===== src/inc/root_hub_pkg.sv =====
// constants and carrier types for the root hub register slice
package root_hub_pkg;
  // command codes on the shared processor bus
  localparam logic [7:0] CODE_DESC_SECOND_RD = 8'h13;
  localparam logic [7:0] CODE_DESC_SECOND_WR = 8'h93;
  localparam logic [7:0] CODE_STATUS_RD = 8'h14;
  localparam logic [7:0] CODE_STATUS_WR = 8'h94;
  // field positions, second descriptor register
  localparam int REMOVABLE_LSB = 0;
  localparam int POWER_MASK_LSB = 16;
  // field positions, root hub status register
  localparam int STATUS_HALF_W = 16;
  localparam int OVERCURRENT_BIT = 1;
  localparam int WAKEUP_ENABLE_BIT = 15;
  localparam int POWER_CHANGE_BIT = 16;
  localparam int OVERCURRENT_CHANGE_BIT = 17;
  localparam int CLEAR_WAKEUP_BIT = 31;
  // reset value of the status register flags, and the all-zero word the read images start from
  localparam logic RESET_FLAG = 1'b0;
  localparam logic [31:0] ZERO_WORD = 32'h0000_0000;

  // one command beat from the processor bus
  typedef struct packed {
    logic valid;
    logic [7:0] code;
    logic [31:0] wdata;
  } cmd_t;

  // read answer
  typedef struct packed {
    logic valid;
    logic [31:0] data;
  } rsp_t;
endpackage


===== src/root_hub_regs.sv =====
// root hub descriptor-second and status registers behind the command port
`timescale 1ns/1ps
//////////////////////////////////////////////////////////////////////////////
// Summary of operation
// - three-bit removable field sits in bits 2..0; bits 15..3 reserved.
// - removable bit zero means removable device, one means fixed device.
// - field bit 0 reserved; bit 1 is port one, bit 2 port two.
// - status register read with code 14h, written with code 94h.
// - status register 32 bits: low half status, high half status change.
// - descriptor-second read with 13h, written with 93h, set at initialization.
//////////////////////////////////////////////////////////////////////////////
module root_hub_regs #(
  parameter int NUM_PORTS = 2,
  parameter logic [NUM_PORTS:0] REMOVABLE_INIT = '0,
  parameter logic [NUM_PORTS:0] POWER_MASK_INIT = '0
) (
  input wire logic i_clk,
  input wire logic i_rstn,
  input wire logic i_ce,
  input wire root_hub_pkg::cmd_t i_cmd,
  input wire logic i_overcurrent_pin,
  input wire logic i_power_change,
  output root_hub_pkg::rsp_t o_rsp,
  output logic [NUM_PORTS:0] o_removable_port_mask,
  output logic [NUM_PORTS:0] o_port_power_mask,
  output logic o_remote_wakeup_enable
);

  // field width must fit below the reserved upper bits of each half
  if (NUM_PORTS < 1 || NUM_PORTS > 15) begin : g_bad_ports
    $error("NUM_PORTS must lie between 1 and 15");
  end

  localparam int FW = NUM_PORTS + 1;

  //////////////////////////////////////////////////////////////////////////////
  // command decode
  wire rd_desc = i_cmd.valid && i_cmd.code == root_hub_pkg::CODE_DESC_SECOND_RD;
  wire wr_desc = i_cmd.valid && i_cmd.code == root_hub_pkg::CODE_DESC_SECOND_WR;
  wire rd_status = i_cmd.valid && i_cmd.code == root_hub_pkg::CODE_STATUS_RD;
  wire wr_status = i_cmd.valid && i_cmd.code == root_hub_pkg::CODE_STATUS_WR;
  wire [FW-1:0] wr_removable = i_cmd.wdata[root_hub_pkg::REMOVABLE_LSB +: FW];
  wire [FW-1:0] wr_power_mask = i_cmd.wdata[root_hub_pkg::POWER_MASK_LSB +: FW];

  //////////////////////////////////////////////////////////////////////////////
  // overcurrent pin synchroniser; only the second stage is read
  logic oc_meta;
  logic oc_sync;
  logic oc_prev;
  always_ff @(posedge i_clk or negedge i_rstn) begin
    if (!i_rstn) begin
      oc_meta <= 1'b0;
      oc_sync <= 1'b0;
      oc_prev <= 1'b0;
    end else if (i_ce) begin
      oc_meta <= i_overcurrent_pin;
      oc_sync <= oc_meta;
      oc_prev <= oc_sync;
    end
  end
  wire oc_edge = oc_sync ^ oc_prev;

  //////////////////////////////////////////////////////////////////////////////
  // per-port removable and power-mask bits; bit 0 is reserved, held at zero
  logic [FW-1:0] removable;
  logic [FW-1:0] power_mask;
  assign removable[0] = 1'b0;
  assign power_mask[0] = 1'b0;
  for (genvar p = 1; p < FW; p++) begin : g_port
    // one means the device on port p is fixed, zero means removable
    always_ff @(posedge i_clk or negedge i_rstn) begin
      if (!i_rstn) begin
        removable[p] <= REMOVABLE_INIT[p];
        power_mask[p] <= POWER_MASK_INIT[p];
      end else if (i_ce && wr_desc) begin
        removable[p] <= wr_removable[p];
        power_mask[p] <= wr_power_mask[p];
      end
    end
  end

  //////////////////////////////////////////////////////////////////////////////
  // status flags: change bits are sticky, write one clears, a new event wins
  // write strobes for the single-bit status commands
  wire wr_set_wakeup = wr_status && i_cmd.wdata[root_hub_pkg::WAKEUP_ENABLE_BIT];
  wire wr_clear_wakeup = wr_status && i_cmd.wdata[root_hub_pkg::CLEAR_WAKEUP_BIT];
  wire wr_clear_power = wr_status && i_cmd.wdata[root_hub_pkg::POWER_CHANGE_BIT];
  wire wr_clear_oc = wr_status && i_cmd.wdata[root_hub_pkg::OVERCURRENT_CHANGE_BIT];
  logic wakeup_enable;
  logic power_change_flag;
  logic overcurrent_change;
  // clear beats set, so one write holding both bits leaves wakeup off
  wire next_wakeup_enable = wr_clear_wakeup ? 1'b0 : wr_set_wakeup ? 1'b1 : wakeup_enable;
  // event beats clear: a change landing with its own clear is never lost
  wire next_power_change_flag = i_power_change ? 1'b1 : wr_clear_power ? 1'b0 : power_change_flag;
  wire next_overcurrent_change = oc_edge ? 1'b1 : wr_clear_oc ? 1'b0 : overcurrent_change;
  always_ff @(posedge i_clk or negedge i_rstn) begin
    if (!i_rstn) begin
      wakeup_enable <= root_hub_pkg::RESET_FLAG;
      power_change_flag <= root_hub_pkg::RESET_FLAG;
      overcurrent_change <= root_hub_pkg::RESET_FLAG;
    end else if (i_ce) begin
      wakeup_enable <= next_wakeup_enable;
      power_change_flag <= next_power_change_flag;
      overcurrent_change <= next_overcurrent_change;
    end
  end

  //////////////////////////////////////////////////////////////////////////////
  // read images; everything not named stays zero, incl. write-only clear bit
  logic [31:0] desc_image;
  logic [31:0] status_image;
  always_comb begin
    desc_image = root_hub_pkg::ZERO_WORD;
    desc_image[root_hub_pkg::REMOVABLE_LSB +: FW] = removable;
    desc_image[root_hub_pkg::POWER_MASK_LSB +: FW] = power_mask;
    status_image = root_hub_pkg::ZERO_WORD;
    // low half: hub status, high half: hub status change
    status_image[root_hub_pkg::OVERCURRENT_BIT] = oc_sync;
    status_image[root_hub_pkg::WAKEUP_ENABLE_BIT] = wakeup_enable;
    status_image[root_hub_pkg::POWER_CHANGE_BIT] = power_change_flag;
    status_image[root_hub_pkg::OVERCURRENT_CHANGE_BIT] = overcurrent_change;
  end
  wire [31:0] rd_mux = rd_desc ? desc_image : status_image;

  //////////////////////////////////////////////////////////////////////////////
  // answer registered one cycle after the read code is taken
  always_ff @(posedge i_clk or negedge i_rstn) begin
    if (!i_rstn) begin
      o_rsp <= '0;
    end else if (i_ce) begin
      o_rsp.valid <= rd_desc || rd_status;
      if (rd_desc || rd_status) begin
        o_rsp.data <= rd_mux;
      end
    end
  end

  assign o_removable_port_mask = removable;
  assign o_port_power_mask = power_mask;
  assign o_remote_wakeup_enable = wakeup_enable;
endmodule


===== config.mk =====
export PLATFORM = sky130hd
export DESIGN_NAME = root_hub_regs
export DESIGN_NICKNAME = d
export VERILOG_FILES = /design/src/inc/root_hub_pkg.sv /design/src/root_hub_regs.sv
export SDC_FILE = /design/constraint.sdc
export NUM_CORES = 1
export LEC_CHECK = 0
export BUFFER_PORTS_ARGS = -buffer_cell sky130_fd_sc_hd__buf_2
export CORE_MARGIN = 4
export CORE_UTILIZATION = 40
export CTS_CLUSTER_SIZE = 24
export DETAILED_ROUTE_END_ITERATION = 7
export GPL_TIMING_DRIVEN = 0
export PLACE_DENSITY_LB_ADDON = 0.2
export SETUP_SLACK_MARGIN = 0.2
export SLEW_MARGIN = 15
export SYNTH_ARGS = -nofsm -noshare
export SYNTH_HDL_FRONTEND = slang
export SYNTH_SLANG_ARGS = --single-unit

===== constraint.sdc =====
create_clock -name i_clk -period 1.94 [get_ports i_clk]
set_input_delay 0.291 -clock i_clk [delete_from_list [all_inputs] [get_ports i_clk]]
set_output_delay 0.291 -clock i_clk [all_outputs]
set_load 0.1 [all_outputs]

-- Word-level counts from Yosys, hierarchy flattened
Index checks and enable logic that the tools add are counted.
- bits in registers: 43
- output and inout bits: 40
- reduce and logical (&&, ||, !) cells: 17
- bitwise gates (word level): 1
- equal/unequal tests: 4
- muxes and demuxes: 7
- operators by type and width (cell ; number):
    19-bit two-way mux ; 1
    8-bit by 5-bit == test with 1-bit output, second input constant ; 2
    8-bit == test, second input constant ; 2
    1-bit logical AND ; 9
    2-bit AND reduction ; 4
    1-bit two-way mux ; 6
    2-bit nonzero test ; 3
    1-bit logical OR ; 1
    1-bit XOR ; 1

-- Depth between registers and ports, before layout
Gate-level depths: netlist (run 1).
- depth after elaboration: 5
- gate-level depth with buffers: 5
- gate-level depth less buffers: 4

-- Worst setup path after synthesis (run 1)
OpenSTA, ideal clock, no wires.
- path kind: in2reg
- start: input i_cmd[38] in the netlist's numbering
- end: register o_rsp[17] in the netlist's numbering
- path slack: 0.370 ns
- cell stages on the path: 4
- required time: 1.814 ns
- data arrival time: 1.444 ns
- cell sequence: and4bb_2 -> nor3b_4 -> mux2_2 -> mux2_2
- longest elaborated chain between the ends: 4
- RTL lines (element ; RTL line ; text):
    start, declared ; root_hub_regs.sv:20 ; input wire root_hub_pkg::cmd_t i_cmd,
    8-bit by 5-bit == test with 1-bit output, on equally long branches ; root_hub_regs.sv:38, root_hub_regs.sv:40 ;
    1-bit logical AND, on equally long branches ; root_hub_regs.sv:38, root_hub_regs.sv:40 ;
    1-bit logical OR ; root_hub_regs.sv:133 ; if (rd_desc || rd_status) begin
    2-bit AND reduction (no source line) ; -- ;
    end, declared ; root_hub_regs.sv:23 ; output root_hub_pkg::rsp_t o_rsp,
Parallel ways exist; a longest one is shown, timed or not.
A chain may end at the register's enable or synchronous reset.

-- Final worst setup path (run 1)
Ends and elaborated chain as after synthesis.

==> qor.yml, run 1 <==
min_path:
  hold_class: "input pin to flip-flop"
  hp-start: "i_cmd[31]"
  holdPathStages: 2
  min_to: "o_remote_wakeup_enable$_DFFE_PN0P_"
synthesis:
  synth_area_leaders: "dfrtp_1, buf_4, mux2_2"
  synth_top_area_cell: "dfrtp_1"
  yosysTopAreaCellShare_pct: 43.5
  synthArstFlopShare_pct: 100
  synth_cells: 91
  synth-seq-cells: 17
  synth_cell_types: 23
  syn_area_um2: 977
  synth_top_flop_cell: "dfrtp_1"
  avgSynthCellArea_um2: 10.7
  yosysSeqAreaShare_pct: 43.5
  synth.most_common_cell: "buf_4"
  synth_edf_count: 0
  yosysWarnings: 0
  yosys-top-cells-count: "buf_4, dfrtp_1, mux2_2"
cts:
  cts_resized: 0
  path_clk_slew_ps: 90
  htreeDepth: 1
  cts_root_buf: "clkbuf_4"
  insertion_delay_ps: 280
  clock-sinks: 17
  clk_path_buf_depth: 2
  holdBufCountCts: 1
  post_cts_buffers: 0
  cts_tree: "done"
  cts_made_buffers: 3
floorplanning:
  die_area_um2: 3300
  initial_core_util_pct: 42.9
  die-width_um: 57.4
  core_area_um2: 2280
  pin_count: 86
  rows: 17
  fp.dieH_um: 57.4
setup_path:
  path_class: "input pin to flip-flop"
  worstSetupStartpointType: "input pin"
  arrival_ps: 1650
  crit_path_end_kind: "flip-flop"
  reg2reg_depth: 2
  critical_path_required_ps: 2110
  timing.rr.end: "o_rsp[1]$_DFFE_PN0P_"
  rr_startpoint: "oc_sync$_DFFE_PN0P_"
  r2r_setup_slack_ps: 890
  critical_path.max_fanout: 6
layout:
  diodes: 0
  drive_gt1_share_pct: 50.0
  nets: 201
  area.growth.synth_to_final_pct: 33.7
  final_cells: 182
sta:
  fin_crit_sh_pct: 76.1
  slew_viol_final: 0
  fin_skew_ps: 5.39
  setup_tns_ps: 0
  period_minus_slack_ps: 1480
  grt_setup_unrepaired: "no"
  finalSetupViolations: 0
  hold_viol_final: 0
  max_freq_mhz: 677
route:
  vias: 730
  drc: 0
  wirelength_um: 1810
  drt-pass1-iter-count: 2
  first_iter_violations: 8
  wl_per_cell_um: 9.95
  vias_per_cell: 4.01
  ant_nets: 0
pwr:
  p_int_uw: 528
  leakagePower_uw: 0.000746
  ir_drop_v: 0.000539
  p_clk_share_pct: 18.5
  netSwitchingFraction_pct: 45.6
  pwr-share-seq_pct: 39.5
  p_switching_uw: 441
  powerDensity_nw_per_um2: 742
  p_comb_share_pct: 42.1
status:
  status: "finished, final reports clean"
place:
  portBuffers: 31
  gp_congestion: 0.677
  dpl.cell_count: 177
  dp_hpwl_um: 1540
grt:
  grt_max_degree: 18
  antenna_found_initial: 0
  grt_usage_pct: 11.3
  grt_pass1_wl_um: 2960
  overflow: 0
  grt_pass1_vias: 668
run:
  drv_cap: 0
[placed cells by master, fill, tap and decap left out, types with 2 or more instances in the layout]
cell / Yosys / final
buf_4: 28 / 28
nand2b_1: 2 / 2
a21oi_1: 2 / 2
a22o_1: 2 / 2
dfrtp_1: 17 / 17
buf_2: 1 / 32
nor2_1: 2 / 2
mux2_2: 11 / 11
conb_1: 1 / 28
clkbuf_4: 0 / 3
nand2_1: 8 / 8
o21ai_0: 5 / 5
[layout make-up]
| type | instances | area (um^2) |
|---|---|---|
| Clock inverter | 1 | 5.00 |
| Fill cell | 211 | 970 |
| Sequential cell | 17 | 425 |
| Buffer | 30 | 219 |
| Inverter | 1 | 3.75 |
| Multi-Input combinational cell | 70 | 430 |
| Clock buffer | 3 | 22.5 |
| Timing Repair Buffer | 32 | 165 |
| Tap cell | 28 | 35.0 |
[per-layer routing]
| layer | vias up | routed length [um] | track usage, % |
|---|---|---|---|
| met2 | 34 | 926 | 19.7 |
| met5 | - | 0 | 0 |
| met1 | 314 | 682 | 12.8 |
| li1 | 382 | - | - |
| met4 | 0 | 0 | 1.99 |
| met3 | 0 | 201 | 4.98 |
[worst max-delay path, stage by stage]
cell      delay, ps
buf_2            90
and4bb_2        320
nor3b_4         320
mux2_2          370
mux2_2          260
[state kept, by name (all words and copies together) (netlist names)]
name                    cells
o_removable_port_mask       2
o_remote_wakeup_enable      1
o_rsp                       7
overcurrent_change          1
oc_prev                     1
oc_meta                     1
o_port_power_mask           2
power_change_flag           1
oc_sync                     1
[logic make-up (layout without fill, tap and decap cells)]
logic type	Yosys count	after routing	share of synthesized area (%)
other	1	28	0.384
AOI/OAI and AO/OA	10	10	6.27
buffers and inverters	31	67	22.8
and+or+nand+nor	20	20	13.4
muxes	11	11	12.7
xor gates and xnor gates	1	1	0.896
DFF	17	17	43.5
[worst max-delay path by stage]
| stage | to | slack (ps) | startpoint |
|---|---|---|---|
| 6_report | o_rsp[17]$_DFFE_PN0P_ | 460 | i_cmd[38] |
| 5_1_grt | o_rsp[17]$_DFFE_PN0P_ | 410 | i_cmd[38] |
| 4_1_cts | o_rsp[17]$_DFFE_PN0P_ | 470 | i_cmd[38] |
| 3_5_place_dp | o_rsp[1]$_DFFE_PN0P_ | 160 | i_cmd[38] |
| 3_3_place_gp | o_rsp[17]$_DFFE_PN0P_ | 160 | i_cmd[38] |
| 2_1_floorplan | o_rsp[17]$_DFFE_PN0P_ | 370 | i_cmd[38] |
[metrics by stage]
| step | utilization [%] | area, um^2 | worst slack, ps | total power (uW) | hold slack [ps] |
|---|---|---|---|---|---|
| 2_1_floorplan | - | 1080 | 370 | 750 | -4.59 |
| 3_3_place_gp | 55.7 | 1270 | 156 | 790 | 224 |
| 3_5_place_dp | 55.7 | 1270 | 157 | 793 | 232 |
| 4_1_cts | 57.4 | 1310 | 466 | 979 | 154 |
| 5_1_grt | 57.4 | 1310 | 413 | 1010 | 159 |
| 6_report | 57.4 | 1310 | 463 | 969 | 164 |
[power by group through the flow]
stage	Sequential [uW]	Clock (uW)	Combinational, uW
after floorplan	441	0	310
after global placement	388	0	402
after detailed placement	389	0	404
after CTS	383	190	407
after global routing	385	204	424
final	382	179	408
(Power assumes the default switching activity.)
==> run 2: changes to the inputs <==
--- a/config.mk
+++ b/config.mk
@@ -7,7 +7,7 @@
 export LEC_CHECK = 0
 export BUFFER_PORTS_ARGS = -buffer_cell sky130_fd_sc_hd__buf_2
 export CORE_MARGIN = 4
-export CORE_UTILIZATION = 40
+export CORE_UTILIZATION = 33
 export CTS_CLUSTER_SIZE = 24
 export DETAILED_ROUTE_END_ITERATION = 7
 export GPL_TIMING_DRIVEN = 0
==> constraint.sdc (replaced) <==
create_clock -name i_clk -period 1.2 [get_ports i_clk]
set_input_delay 0.18 -clock i_clk [delete_from_list [all_inputs] [get_ports i_clk]]
set_output_delay 0.18 -clock i_clk [all_outputs]
set_load 0.1 [all_outputs]
==> run 2 against run 1 <==
  * The run now ends with negative setup slack left
  * Clock skew is 2.8 ps lower
  * Worst hold slack worse by 120 ps
  * Die area is 18% higher
  * Critical path depth stayed put
  * Non-clock buffer count is 6 higher
  * Clock power is 69% higher
  * Total power is 71% higher
  * Sequential power is 64% higher
  * Cell area is 28% higher
  * Combinational power is 79% higher
  * Sequential share of layout area is 6.3 points lower
  * Setup slack worse by 550 ps
  * Largest power group unchanged
==> qor.yml, run 2 (synthesized netlist as in run 1, its figures left out) <==
pwr:
  pwr-share-seq_pct: 37.8  # was 39.5%
  p_clk_share_pct: 18.2  # was 18.5%
  finalPower_uw: 1660  # was 969 uW
  p_comb_share_pct: 44.0  # was 42.1%
  ir_drop_v: 0.000674  # was 0.000539 V
  p_int_uw: 913  # was 528 uW
  leakagePower_uw: 0.000850  # was 0.000746 uW
  powerDensity_nw_per_um2: 993  # was 742 nW/um^2
  netSwitchingFraction_pct: 44.9  # was 45.6%
  p_switching_uw: 744  # was 441 uW
setup_path:
  reg2reg_depth: 2  # unchanged
  worst_path_max_delay_cell: "mux2_4"  # was mux2_2
  worstPathCellList: "buf_6, and4bb_2, nor3b_4, mux2_4, mux2_2"  # was buf_2, and4bb_2, nor3b_4, mux2_2, mux2_2
  critical_path.max_fanout: 3  # was 6
  path_class: "input pin to flip-flop"  # unchanged
  crit_path_end_kind: "flip-flop"  # unchanged
  cp_slowest_stage_delay_ps: 330  # was 370 ps
  critical_path_required_ps: 1380  # was 2110 ps
  arrival_ps: 1470  # was 1650 ps
  critPathBufInv: 1  # unchanged
  path_depth: 5  # unchanged
  critPathTopFamily: "simple AND/OR/NAND/NOR gates"  # unchanged
  worstSetupStartpointType: "input pin"  # unchanged
route:
  vias_per_cell: 4.18  # was 4.01
  vias: 799  # was 730
  first_iter_violations: 6  # was 8
  ant_nets: 0  # unchanged
  drc: 0  # unchanged
  wirelength_um: 2110  # was 1810 um
  drt-pass1-iter-count: 2  # unchanged
  wl_per_cell_um: 11.1  # was 9.95 um
grt:
  overflow: 0  # unchanged
  use_met3_pct: 3.78  # was 4.98%
  grtUsageMet2_pct: 20.7  # was 19.7%
  grt_pass1_wl_um: 3600  # was 2960 um
  grt_max_degree: 18  # unchanged
  antenna_found_initial: 0  # unchanged
  grt_pass1_vias: 834  # was 668
  grt_usage_pct: 10.9  # was 11.3%
  gr-max-usage-layer: "met2"  # unchanged
  met1_usage_pct: 11.5  # was 12.8%
cts:
  path_clk_slew_ps: 100  # was 90 ps
  clk_path_buf_depth: 2  # unchanged
  cts_made_buffers: 3  # unchanged
  cts_tree: "done"  # unchanged
  cts_root_buf: "clkbuf_4"  # unchanged
  insertion_delay_ps: 280  # about the same
  htreeDepth: 1  # unchanged
  clock-sinks: 17  # unchanged
sta:
  hold_viol_final: 0  # unchanged
  hold_slack_ps: 45.8  # was 164 ps
  period_minus_slack_ps: 1290
  finalSetupViolations: 2  # was 0
  max_freq_mhz: 776
  grt_setup_unrepaired: "yes"  # was no
  slew_viol_final: 0  # unchanged
  fin_skew_ps: 2.54  # was 5.39 ps
  worst_slack_ps: -88.7  # was 463 ps
  fin_crit_sh_pct: 107
layout:
  fillers: 227  # was 211
  diodes: 0  # unchanged
  drive_gt1_share_pct: 66.3  # was 50.0%
  final_cell_mix: "buf_4, conb_1, buf_2"  # was buf_2, buf_4, conb_1
  regMostFlops: "o_rsp"  # unchanged
  largest_reg_flops: 7  # unchanged
  final_cells: 191  # was 182
  area.growth.synth_to_final_pct: 70.8  # was 33.7%
  final_common_cell: "buf_4"  # was buf_2
  nets: 207  # was 201
  final_util_pct: 60.0  # was 57.4%
min_path:
  holdPathStages: 2  # unchanged
  hold_class: "input pin to flip-flop"  # unchanged
status:
  violations: "negative setup slack"
  status: "finished with violations"  # was finished, final reports clean
floorplanning:
  initial_core_util_pct: 35.1  # was 42.9%
  rows: 19  # was 17
  fp.dieH_um: 62.4  # was 57.4 um
  die-width_um: 62.4  # was 57.4 um
  core_area_um2: 2780  # was 2280 um^2
  die_area_um2: 3900  # was 3300 um^2
  pin_count: 86  # unchanged
place:
  dpl.cell_count: 180  # was 177
  dp_slack_ps: -508  # was 157 ps
  gp_congestion: 0.743  # was 0.677
  portBuffers: 31  # unchanged
run:
  drv_cap: 0  # unchanged
-- run 2: cell count changes in the layout (fill, tap and decap cells not counted), sizes merged --
cell,delta
buf,+6
-- run 2: area by class of cell --
type | instances | area [um^2] | area share [%]
plain buffers | 30 | 223 | 13.3
clock buffers | 3 | 22.5 | 1.35
clock inverters | 1 | 5.00 | 0.300
inverters | 1 | 3.75 | 0.225
multi-input cells | 70 | 526 | 31.5
flip-flops and latches | 17 | 438 | 26.2
well taps | 31 | 38.8 | 2.32
repair buffers | 38 | 413 | 24.7
-- run 2: worst reg2reg max path, stage by stage, from the launching register on --
cell and delay (ps):
dfrtp_2 440, mux2_4 260, mux2_2 260
-- run 2: worst paths after layout --
path	startpoint	end	slack (ps)
worst max-delay path	i_cmd[37]	o_rsp[17]$_DFFE_PN0P_	-90
worst min-delay path	i_cmd[31]	o_remote_wakeup_enable$_DFFE_PN0P_	50
max in group asynchronous	i_rstn	o_remote_wakeup_enable$_DFFE_PN0P_	580
worst min register to register	oc_meta$_DFFE_PN0P_	oc_sync$_DFFE_PN0P_	510
min in group asynchronous	i_rstn	o_removable_port_mask[1]$_DFFE_PN0P_	330
worst max register to register	o_port_power_mask[1]$_DFFE_PN0P_	o_rsp[17]$_DFFE_PN0P_	140
-- run 2: layer usage --
metal,wire length (um),up-vias
met5,0,-
met4,0,0
met3,202,0
met2,1240,30
met1,670,376
li1,-,393
-- run 2: power by group through the flow --
stage	Clock (uW)	Sequential (uW)	Combinational, uW
3_5_place_dp	0	630	659
6_report	302	626	729
5_1_grt	346	630	758
2_1_floorplan	0	714	503
4_1_cts	319	626	710
3_3_place_gp	0	629	655
-- run 2: what timing repair did --
item	CTS	global route
hold buffers	1	0
endpoints found under the setup margin	21	23
setup buffers	5	1
gates resized for setup	58	16
pin swaps	5	7
endpoints found under the hold margin	17	0
gates cloned	0	0
-- run 2: through the flow --
step / instance area (um^2) / setup TNS [ps]
detailed placement: 1290 / -3140
floorplan: 1100 / -759
finish: 1670 / -172
global placement: 1290 / -2770
global route: 1670 / -201
CTS: 1590 / -378
==> run 3: changes to the inputs <==
==> constraint.sdc (replaced) <==
create_clock -name i_clk -period 1.2 [get_ports i_clk]
set_input_delay 0.06 -clock i_clk [delete_from_list [all_inputs] [get_ports i_clk]]
set_output_delay 0.06 -clock i_clk [all_outputs]
set_load 0.1 [all_outputs]
==> run 3 against run 2 <==
  * The flow now finishes without violations
  * Critical path depth did not move
  * Core utilization fell by 5.1 points
  * Worst hold slack got worse by 39 ps
  * Flip-flop and latch count did not move
  * Global-route usage fell by 0.71 points
  * First-iteration DRC count rose by 33%
  * Highest routed layer is now met4
==> qor.yml, run 3 (synthesized netlist as in run 1, its figures left out) <==
pwr:
  powerDensity_nw_per_um2: 1070  # was 993 nW/um^2
  p_switching_uw: 733  # was 744 uW
  p_comb_share_pct: 43.2  # was 44.0%
  ir_drop_v: 0.000799  # was 0.000674 V
  pwr-share-seq_pct: 38.3  # was 37.8%
  p_clk_share_pct: 18.5  # was 18.2%
  netSwitchingFraction_pct: 45.0  # was 44.9%
  p_int_uw: 895  # was 913 uW
  leakagePower_uw: 0.000792  # was 0.000850 uW
  finalPower_uw: 1630  # was 1660 uW
sta:
  slew_viol_final: 0  # unchanged
  finalSetupViolations: 0  # was 2
  grt_setup_unrepaired: "yes"  # unchanged
  max_freq_mhz: 847  # was 776 MHz
  period_minus_slack_ps: 1180  # was 1290 ps
  setup_tns_ps: 0  # was -172 ps
  fin_crit_sh_pct: 98.4  # was 107%
  fin_skew_ps: 0.158  # was 2.54 ps
  hold_viol_final: 0  # unchanged
floorplanning:
  fp.dieH_um: 62.4  # unchanged
  core_area_um2: 2780  # unchanged
  die_area_um2: 3900  # unchanged
  initial_core_util_pct: 35.1  # unchanged
  die-width_um: 62.4  # unchanged
  pin_count: 86  # unchanged
  rows: 19  # unchanged
cts:
  clk_path_buf_depth: 2  # unchanged
  cts_root_buf: "clkbuf_4"  # unchanged
  clock-sinks: 17  # unchanged
  path_clk_slew_ps: 90  # was 100 ps
  cts_made_buffers: 3  # unchanged
  cts_tree: "done"  # unchanged
  htreeDepth: 1  # unchanged
  insertion_delay_ps: 290  # was 280 ps
route:
  wirelength_um: 2150  # was 2110 um
  drc: 0  # unchanged
  first_iter_violations: 8  # was 6
  wl_per_cell_um: 11.3  # was 11.1 um
  ant_nets: 0  # unchanged
  vias: 774  # was 799
  drt-pass1-iter-count: 4  # was 2
  vias_per_cell: 4.07  # was 4.18
setup_path:
  critical_path.max_fanout: 4  # was 3
  arrival_ps: 1350  # was 1470 ps
  cp_slowest_stage_delay_ps: 330  # about the same
  worstSetupStartpointType: "input pin"  # unchanged
  worst_path_max_delay_cell: "mux2_4"  # unchanged
  path_class: "input pin to flip-flop"  # unchanged
  critPathTopFamily: "simple AND/OR/NAND/NOR gates"  # unchanged
  worstPathCellList: "buf_6, and4bb_2, nor3b_4, mux2_4, mux2_4"  # was buf_6, and4bb_2, nor3b_4, mux2_4, mux2_2
  path_common_cell: "mux2_4"
  crit_path_end_kind: "flip-flop"  # unchanged
  critical_path_required_ps: 1370  # was 1380 ps
  critPathBufInv: 1  # unchanged
layout:
  final_cell_mix: "buf_4, conb_1, buf_2"  # unchanged
  final_util_pct: 54.9  # was 60.0%
  largest_reg_flops: 7  # unchanged
  area.growth.synth_to_final_pct: 56.2  # was 70.8%
  regMostFlops: "o_rsp"  # unchanged
  diodes: 0  # unchanged
  nets: 206  # was 207
  final_area_um2: 1530  # was 1670 um^2
  drive_gt1_share_pct: 59.7  # was 66.3%
  final_common_cell: "buf_4"  # unchanged
status:
  status: "finished, final reports clean"  # was finished with violations
grt:
  grt_pass1_vias: 747  # was 834
  grt_pass1_wl_um: 3290  # was 3600 um
  grt_usage_pct: 10.2  # was 10.9%
  overflow: 0  # unchanged
  antenna_found_initial: 0  # unchanged
  grt_max_degree: 18  # unchanged
place:
  portBuffers: 31  # unchanged
  dp_hpwl_um: 1660
  gp_congestion: 0.799  # was 0.743
  placed_cell_area_um2: 1290  # about the same
min_path:
  hold_class: "input pin to flip-flop"  # unchanged
run:
  drv_cap: 0  # unchanged
## run 3: cell count changes in the layout (fill, tap and decap cells not counted), sizes merged
cell | before | now
clkinv | 1 | 0
buf | 66 | 64
dlygate4sd3 | 1 | 3
## run 3: area by class of cell
class	instances	area, um^2
Fill cell	268	1250
Timing Repair Buffer	37	309
Buffer	30	219
Inverter	1	3.75
Tap cell	31	38.8
Clock buffer	4	26.3
Multi-Input combinational cell	70	492
Sequential cell	17	438
## run 3: per-layer routing
layer	routed length, um	up-vias	global-route usage [%]
met2	1200	34	18.5
met4	14	0	2.39
li1	-	391	-
met5	0	-	0
met3	223	2	5.04
met1	706	347	10.4
## run 3: per-stage QoR
step	setup slack [ps]	hold WS, ps	cells
after floorplan	-135	-236	118
after global placement	-337	-3.27	180
after detailed placement	-358	3.44	180
after CTS	26.6	1.17	188
after global routing	1.82	0.398	190
final	19.5	6.91	190
## run 3: power by group through the flow
| stage | Clock, uW | Sequential, uW | Combinational (uW) |
|---|---|---|---|
| floorplan | 0 | 714 | 503 |
| global placement | 0 | 629 | 655 |
| detailed placement | 0 | 631 | 661 |
| CTS | 314 | 622 | 680 |
| global route | 337 | 627 | 729 |
| finish | 302 | 623 | 703 |
## run 3: final timing paths
kind,slack (ps),cells after the start,endpoint,from
min in group asynchronous,210,2,o_rsp[32]$_DFFE_PN0P_,i_rstn
max in group asynchronous,690,2,o_port_power_mask[1]$_DFFE_PN0P_,i_rstn
worst min-delay path,7,2,o_removable_port_mask[1]$_DFFE_PN0P_,i_cmd[1]
worst min register to register,510,2,o_rsp[16]$_DFFE_PN0P_,o_rsp[16]$_DFFE_PN0P_
worst max-delay path,20,5,o_rsp[17]$_DFFE_PN0P_,i_cmd[38]
worst max register to register,130,2,o_rsp[1]$_DFFE_PN0P_,oc_sync$_DFFE_PN0P_
## run 3: what timing repair did
action / 4_1_cts / 5_1_grt
setup buffers: 2 / 1
hold buffers: 2 / 1
gates resized for setup: 23 / 21
pin swaps: 1 / 2
setup endpoints to repair: 18 / 14
endpoints found under the hold margin: 18 / 1
